$ cat config.mk
export PLATFORM = sky130hd
export DESIGN_NAME = ssc_status_ctl
export DESIGN_NICKNAME = d
export VERILOG_FILES = /design/src/pkg/ssc_pkg.sv /design/src/rtl/ssc_status_ctl.sv
export SDC_FILE = /design/constraint.sdc
export NUM_CORES = 1
export LEC_CHECK = 0
export BUFFER_PORTS_ARGS = -buffer_cell sky130_fd_sc_hd__clkbuf_2
export CAP_MARGIN = 5
export CORE_UTILIZATION = 45
export CTS_CLUSTER_SIZE = 14
export DETAILED_ROUTE_END_ITERATION = 10
export PLACE_DENSITY = 0.72
export SKIP_LAST_GASP = 1
export SYNTH_ARGS = -nofsm -noshare
export SYNTH_HDL_FRONTEND = slang
export SYNTH_SLANG_ARGS = --single-unit
$ cat constraint.sdc
create_clock -name clk -period 1.9 [get_ports clk]
set_input_delay 0.285 -clock clk [delete_from_list [all_inputs] [get_ports clk]]
set_output_delay 0.285 -clock clk [all_outputs]
set_load 0.02 [all_outputs]
$ cat src/pkg/ssc_pkg.sv
// Shared constants, register map and carrier types of the status and startup block.
// Assumes a single 40 MHz clock; all users import the whole package.
package ssc_pkg;
   // Timing
   localparam int unsigned CLK_KHZ = 40000;
   localparam int unsigned FLASH_FAST_MS = 100;
   localparam int unsigned FLASH_SLOW_MS = 500;
   localparam int unsigned FAST_HALF_CYC = FLASH_FAST_MS * CLK_KHZ;
   localparam int unsigned SLOW_PER_FAST = FLASH_SLOW_MS / FLASH_FAST_MS;

   // Register byte offsets
   localparam logic [11:0] OFS_SETUP_M = 12'h000;
   localparam logic [11:0] OFS_SETUP_M1 = 12'h004;
   localparam logic [11:0] OFS_STATUS = 12'h008;
   localparam logic [11:0] OFS_COMMAND = 12'h00c;

   // Setup word fields and codes
   localparam int unsigned LOAD_CODE_LSB = 8;
   localparam int unsigned START_MODE_LSB = 0;
   localparam logic [7:0] CODE_ENABLE = 8'h5a;
   localparam logic [7:0] START_MANUAL = 8'h00;
   localparam logic [15:0] SETUP_RST = 16'h0000;

   // Status word bit positions
   localparam int unsigned SW_ERR = 2;
   localparam int unsigned SW_TERM = 3;
   localparam int unsigned SW_RX1 = 4;
   localparam int unsigned SW_RX2 = 5;
   localparam int unsigned SW_BATT = 6;
   localparam int unsigned SW_RUN = 7;
   localparam int unsigned STATUS_RUNSTATE = 16;

   // Command register bits (write one to act)
   localparam int unsigned CMD_ATTN = 0;
   localparam int unsigned CMD_RUN = 1;
   localparam int unsigned CMD_RESTART = 2;

   typedef enum {CT_BOOT, CT_STOP, CT_RUN} ssc_ctl_e;

   typedef struct packed {
      logic sysErr;
      logic progErr;
      logic battLow;
      logic hostPowerOff;
      logic cpuFault;
      logic memCorrupt;
      logic [2:0] rxErr;
      logic [2:0] portActive;
      logic waitInput;
      logic waitPrint;
      logic waitSend;
      logic waitCmd;
      logic xferWait;
      logic breakHit;
      logic stopStmt;
      logic runToHit;
   } ssc_cond_s;

   typedef struct packed {
      logic run;
      logic prog;
      logic err;
      logic [2:0] portErr;
      logic [2:0] portAct;
   } ssc_lamp_s;
endpackage

$ cat src/rtl/ssc_status_ctl.sv
// Lamp drive, status word and program start control of the serial module.
// Assumes synchronous condition inputs from port logic and interpreter; APB slave.
`timescale 1ns/1ps
`default_nettype none
module ssc_status_ctl
   import ssc_pkg::*;
#(
   parameter bit THREE_PORT = 1'b1,
   parameter int unsigned FAST_CYC = FAST_HALF_CYC,
   parameter int unsigned SLOW_DIV = SLOW_PER_FAST
) (
   input wire logic clk,
   input wire logic rst_b,
   input wire logic psel,
   input wire logic penable,
   input wire logic pwrite,
   input wire logic [11:0] paddr,
   input wire logic [31:0] pwdata,
   output logic [31:0] prdata,
   output logic pready,
   output logic pslverr,
   input wire logic switchStart,
   input wire ssc_cond_s cond,
   output ssc_lamp_s lamp,
   output logic [15:0] statusWord,
   output logic programRun,
   output logic startPulse,
   output logic loadPulse
);
   if (FAST_CYC < 1 || SLOW_DIV < 1) begin : g_chk
      $error("Flash divider parameters must be at least one");
   end

   ////////////////////////////////////////////////////////////////////////
   // APB slave, zero wait states; read data captured in the setup cycle
   logic [15:0] setupM_reg, setupM_next, setupM1_reg, setupM1_next;
   logic [31:0] rdata_reg, rdata_next;
   logic [2:0] cmd;
   logic hit, wrAcc;
   ssc_ctl_e state_reg, state_next;

   always_comb begin
      hit = (paddr == OFS_SETUP_M) || (paddr == OFS_SETUP_M1) ||
            (paddr == OFS_STATUS) || (paddr == OFS_COMMAND);
      wrAcc = psel && penable && pwrite;
      setupM_next = setupM_reg;
      setupM1_next = setupM1_reg;
      rdata_next = rdata_reg;
      cmd = 3'h0;
      if (wrAcc && paddr == OFS_SETUP_M) begin
         setupM_next = pwdata[15:0];
      end
      if (wrAcc && paddr == OFS_SETUP_M1) begin
         setupM1_next = pwdata[15:0];
      end
      if (wrAcc && paddr == OFS_COMMAND) begin
         cmd = pwdata[2:0];
      end
      if (psel && !penable && !pwrite) begin
         case (paddr)
            OFS_SETUP_M: rdata_next = {16'h0000, setupM_reg};
            OFS_SETUP_M1: rdata_next = {16'h0000, setupM1_reg};
            OFS_STATUS: rdata_next = {15'h0000, programRun, statusWord};
            default: rdata_next = 32'h00000000;
         endcase
      end
   end

   always_ff @(posedge clk or negedge rst_b) begin
      if (!rst_b) begin
         setupM_reg <= SETUP_RST;
         setupM1_reg <= SETUP_RST;
         rdata_reg <= 32'h00000000;
      end else begin
         setupM_reg <= setupM_next;
         setupM1_reg <= setupM1_next;
         rdata_reg <= rdata_next;
      end
   end

   assign prdata = rdata_reg;
   assign pready = 1'b1;
   assign pslverr = psel && penable && !hit;

   ////////////////////////////////////////////////////////////////////////
   // Flash timebase: fast phase toggles once per fast half period
   logic [31:0] div_reg, div_next;
   logic [31:0] slowCnt_reg, slowCnt_next;
   logic fastPh_reg, fastPh_next, slowPh_reg, slowPh_next;

   always_comb begin
      div_next = div_reg + 32'h1;
      fastPh_next = fastPh_reg;
      slowCnt_next = slowCnt_reg;
      slowPh_next = slowPh_reg;
      if (div_reg >= 32'(FAST_CYC - 1)) begin
         div_next = 32'h0;
         fastPh_next = !fastPh_reg;
         slowCnt_next = slowCnt_reg + 32'h1;
         if (slowCnt_reg >= 32'(SLOW_DIV - 1)) begin
            slowCnt_next = 32'h0;
            slowPh_next = !slowPh_reg;
         end
      end
   end

   always_ff @(posedge clk or negedge rst_b) begin
      if (!rst_b) begin
         div_reg <= 32'h0;
         slowCnt_reg <= 32'h0;
         fastPh_reg <= 1'b0;
         slowPh_reg <= 1'b0;
      end else begin
         div_reg <= div_next;
         slowCnt_reg <= slowCnt_next;
         fastPh_reg <= fastPh_next;
         slowPh_reg <= slowPh_next;
      end
   end

   ////////////////////////////////////////////////////////////////////////
   // Start/stop control
   logic swPrev_reg, swPrev_next, attn_reg, attn_next;
   logic startP_next, loadP_next, autoMode, setupBad, haltReq;
   logic [7:0] startMode, loadCode;

   always_comb begin
      startMode = setupM1_reg[START_MODE_LSB +: 8];
      loadCode = setupM_reg[LOAD_CODE_LSB +: 8];
      autoMode = (startMode == CODE_ENABLE);
      setupBad = (startMode != CODE_ENABLE) && (startMode != START_MANUAL);
      haltReq = cmd[CMD_ATTN] || (swPrev_reg && !switchStart) ||
                cond.breakHit || cond.stopStmt || cond.runToHit;
      state_next = state_reg;
      swPrev_next = switchStart;
      attn_next = attn_reg || cmd[CMD_ATTN];
      startP_next = 1'b0;
      loadP_next = 1'b0;
      case (state_reg)
         CT_BOOT: begin
            // A key arriving in the boot cycle itself still arms the lamp
            attn_next = cmd[CMD_ATTN];
            loadP_next = (loadCode == CODE_ENABLE);
            // Auto start only with the switch at start
            if (autoMode && switchStart) begin
               state_next = CT_RUN;
               startP_next = 1'b1;
            end else begin
               state_next = CT_STOP;
            end
         end
         CT_STOP: begin
            // Switch edge or run command; both need the switch at start
            if (switchStart && (!swPrev_reg || cmd[CMD_RUN]) && !setupBad) begin
               state_next = CT_RUN;
               startP_next = 1'b1;
            end
         end
         CT_RUN: begin
            if (haltReq || !switchStart) begin
               state_next = CT_STOP;
            end
         end
         default: state_next = CT_BOOT;
      endcase
      // Restart reruns the boot evaluation from any state
      if (cmd[CMD_RESTART]) begin
         state_next = CT_BOOT;
         startP_next = 1'b0;
      end
   end

   always_ff @(posedge clk or negedge rst_b) begin
      if (!rst_b) begin
         state_reg <= CT_BOOT;
         swPrev_reg <= 1'b0;
         attn_reg <= 1'b0;
         startPulse <= 1'b0;
         loadPulse <= 1'b0;
      end else begin
         state_reg <= state_next;
         swPrev_reg <= swPrev_next;
         attn_reg <= attn_next;
         startPulse <= startP_next;
         loadPulse <= loadP_next;
      end
   end

   ////////////////////////////////////////////////////////////////////////
   // Lamps and status word, both registered from the same conditions
   ssc_lamp_s lamp_next;
   logic [15:0] status_next;
   logic running, waiting, anyErr;
   logic [2:0] rxMask;

   always_comb begin
      running = (state_reg == CT_RUN);
      waiting = cond.waitInput || cond.waitPrint || cond.waitSend || cond.waitCmd;
      anyErr = cond.sysErr || cond.progErr;
      rxMask = {THREE_PORT, 2'b11};
      lamp_next = '0;
      status_next = 16'h0000;
      lamp_next.run = !(cond.sysErr || cond.hostPowerOff ||
                        cond.cpuFault || setupBad);
      if (running) begin
         lamp_next.prog = waiting ? slowPh_reg : 1'b1;
         status_next[SW_RUN] = !(cond.waitInput || cond.waitPrint);
      end else if (cond.xferWait) begin
         lamp_next.prog = fastPh_reg;
      end else if (attn_reg) begin
         lamp_next.prog = slowPh_reg;
      end else begin
         lamp_next.prog = 1'b0;
      end
      if (cond.memCorrupt) begin
         lamp_next.err = slowPh_reg;
         lamp_next.portErr = {3{slowPh_reg}} & rxMask;
      end else begin
         lamp_next.err = anyErr || (cond.battLow && slowPh_reg);
         lamp_next.portErr = cond.rxErr & rxMask;
      end
      lamp_next.portAct = cond.portActive & rxMask & {3{fastPh_reg}};
      status_next[SW_ERR] = anyErr;
      status_next[SW_BATT] = cond.battLow;
      status_next[SW_RX1] = cond.rxErr[0];
      status_next[SW_RX2] = cond.rxErr[1];
      status_next[SW_TERM] = cond.rxErr[2] && THREE_PORT;
   end

   always_ff @(posedge clk or negedge rst_b) begin
      if (!rst_b) begin
         lamp <= '0;
         statusWord <= 16'h0000;
         programRun <= 1'b0;
      end else begin
         lamp <= lamp_next;
         statusWord <= status_next;
         programRun <= (state_next == CT_RUN);
      end
   end

   logic [7:0] loadCode_d;
   always_ff @(posedge clk or negedge rst_b) begin
      if (!rst_b) begin
         loadCode_d <= 8'h00;
      end else begin
         loadCode_d <= loadCode;
      end
   end
endmodule
`default_nettype wire

==> results.json <==
{
  "drv_slew": 0,
  "cp_top_family": "simple AND/OR/NAND/NOR gates",
  "whs_ps": 27.48,
  "yosys.area.top_type": "dfrtp_1",
  "cts_root_buf": "clkbuf_16",
  "grt_pass1_wl_um": 25670,
  "violations": "setup timing",
  "r2r_cells": 6,
  "synth_seq_cells": 167,
  "die_w_um": 127.8,
  "route.detailed.drc": 0,
  "ios": 132,
  "port_buffers": 89,
  "startpoint_type": "input pin",
  "yosys_warnings": 0,
  "drt-total-wl_um": 16250,
  "cts_made_buffers": 17,
  "cp.required_ps": 2210,
  "antenna_found_initial": 0,
  "cp-endpoint": "setupM1_reg[14]",
  "tightest_slew_ps": 793.7,
  "total_leakage_power_nw": 4.294,
  "dr.pass1.iters": 4,
  "yosysUniqueCellTypes": 52,
  "synth_top_family_by_area": "simple AND/OR/NAND/NOR gates",
  "ys_async_sr_fraction": 1.000,
  "worstSetupEndpointType": "register",
  "hold_path.class": "in2reg",
  "syn_area_um2": 7122,
  "p_total_w": 0.008054,
  "cts_max_level": 4,
  "first_global_vias": 5404,
  "clockBufferDepth": 2,
  "synth_compound_area_frac": 0.09610,
  "path_depth": 8,
  "hold_viol": 0,
  "place_hpwl_um": 10480,
  "skew_ps": 8.235,
  "syn_avg_cell_area_um2": 11.73,
  "yosysSeqAreaShare": 0.5868,
  "max-cap-violations": 0,
  "ys.flop_type": "dfrtp_1",
  "irDropWorstVdd_v": 0.0009383,
  "rsz0062_at_grt": "yes",
  "finalWorstPathRequiredPeriod_ps": 2046,
  "clkTransAtPathRegs_ps": 70,
  "path_cells": "buf_6, or4_4, or4_4, buf_6, nor4_4, buf_4, clkbuf_16, mux2_4",
  "gp_congestion": 0.7924,
  "grt_max_degree": 51,
  "coreArea_um2": 15310,
  "wire_per_inst_um": 16.01,
  "r2r_end": "slowCnt_reg[3]",
  "rows": 45,
  "synthXorXnorAreaFrac": 0.02583,
  "grtUsageTotal": 0.2018,
  "place_ws_ps": -478.7,
  "postSynthCellCount": 607,
  "synth_edf_count": 0,
  "yosysMostFrequentCell": "dfrtp_1",
  "cp.arrival_ps": 2350,
  "diodes": 0,
  "fmax_mhz": 488.7,
  "rr_startpoint": "div_reg[20]",
  "synthAdderAreaFrac": 0.005271,
  "synth-simple-area-share": 0.1388,
  "synth_top_area_share": 0.5868,
  "grt_overflow": 0,
  "insertion_delay_ps": 420,
  "p_per_area_nw_per_um2": 843.1,
  "die_y_um": 127.8,
  "cts_sinks": 167,
  "timing.final.crit_share": 1.077,
  "worstSetupPathType": "in2reg",
  "route.vias.total": 5315,
  "antenna_left": 0,
  "layout_setup_ws_ps": -146.1,
  "start_util": 0.4650,
  "crit_fanout": 8,
  "area_delta_synth_final_pct": 34.14,
  "maxSlewHeadroom": 0.4708,
  "cts_tree": "built",
  "rrSetupSlack_ps": -140,
  "nNetsFinal": 864,
  "dieArea_um2": 16330,
  "drive_gt1_frac": 0.3408,
  "cp_slowest_stage_delay_ps": 530,
  "ys_top_cells_by_area": "dfrtp_1 59%, mux2_4 4.2%, buf_4 2.7%, mux2i_1 2.4%, a21oi_1 2.3%",
  "synth_common_cells": "167 x dfrtp_1, 38 x nor2_1, 35 x nand2_1",
  "path_buf_inv": 4,
  "critPathSlowestCell": "or4_4",
  "setup_viol": 65,
  "outcome": "finished with violations",
  "synth.area.mux_share": 0.08503,
  "viasPerCell": 5.236,
  "critical_path.startpoint": "paddr[9]",
  "drtIter0Drc": 316
}
[placed cells by master (no fill, tap or decap), types with 4 or more instances in the layout]
cell and count:
a21oi_1 15, a21oi_2 16, a22o_1 6, and2_1 6
and3_1 11, and4_1 9, buf_12 8, buf_4 32
buf_6 10, clkbuf_16 22, clkbuf_2 86, conb_1 66
dfrtp_1 167, dlygate4sd3_1 7, inv_1 34, inv_6 7
inv_8 4, mux2_2 7, mux2_4 25, mux2i_1 17
nand2_1 34, nand3_1 16, nand4_1 8, nor2_1 22
nor2_4 16, nor3_1 5, nor4_1 20, nor4_4 4
o2111ai_4 10, o211ai_1 11, o21ai_0 11, o21ai_1 13
xnor2_1 6, xor2_1 15
[per-stage QoR]
step / util / TNS [ps] / cell area, µm² / cells
floorplan: - / -18400 / 7416 / 671
global placement: 0.5347 / -19360 / 8189 / 961
detailed placement: 0.5347 / -21000 / 8189 / 961
CTS: 0.5945 / -7077 / 9105 / 1008
global route: 0.6238 / -9719 / 9553 / 1015
finish: 0.6238 / -5777 / 9553 / 1015
[worst min-delay path by stage]
stage	to	slack, ps	from	cells after the start
after detailed placement	prdata[12]	250	rst_b	1
after global routing	swPrev_reg	9	switchStart	1
after global placement	prdata[13]	250	rst_b	1
after floorplan	attn_reg	-10	rst_b	0
final	swPrev_reg	30	switchStart	1
after CTS	swPrev_reg	3	switchStart	1
[layout make-up]
type                            instances  area [µm²]
Timing Repair Buffer                  149        1154
Tap cell                              211       264.0
Sequential cell                       167        4179
Inverter                               34       127.6
Clock inverter                         14       123.9
Fill cell                            1164        5762
Multi-Input combinational cell        422        3276
Clock buffer                           18       429.2
[cells by family (layout without fill, tap and decap cells)]
group	after synthesis	in the layout
AND/OR/NAND/NOR	177	177
flip-flops	167	167
AO/OA/AOI/OAI	106	106
buffers and inverters	82	215
multiplexers	49	49
XOR/XNOR	21	21
adder cells (fa/ha/maj)	3	3
other	2	66
[worst reg2reg max path, cell delays in order (launching register included)]
cell and delay [ps]:
dfrtp_1 390, and4_1 340, o2111ai_4 180, a21o_4 270, buf_6 130, a2111oi_0 460, o22a_1 220
[power breakdown]
part / total [W] / internal (W) / leakage (nW) / switching [W]
combinational: 0.00106 / 0.000408 / 1.82 / 0.000653
sequential: 0.00378 / 0.00369 / 2.20 / 0.0000880
clock: 0.00321 / 0.00173 / 0.275 / 0.00148
total: 0.00805 / 0.00583 / 4.29 / 0.00222
[layer usage]
metal,routed length (µm),GRT usage
met3,781,0.04174
met2,8196,0.3421
met1,6773,0.2427
met4,500,0.1066
met5,0,0
[repair_timing]
| action | CTS | global route |
|---|---|---|
| pin swaps | 13 | 38 |
| hold buffers | 7 | 0 |
| cloned | 4 | 3 |
| setup buffers | 4 | 4 |
| endpoints found under the setup margin | 56 | 98 |
| hold endpoints to repair | 51 | 0 |
| gates resized for setup | 34 | 78 |
(Power assumes the default switching activity.)
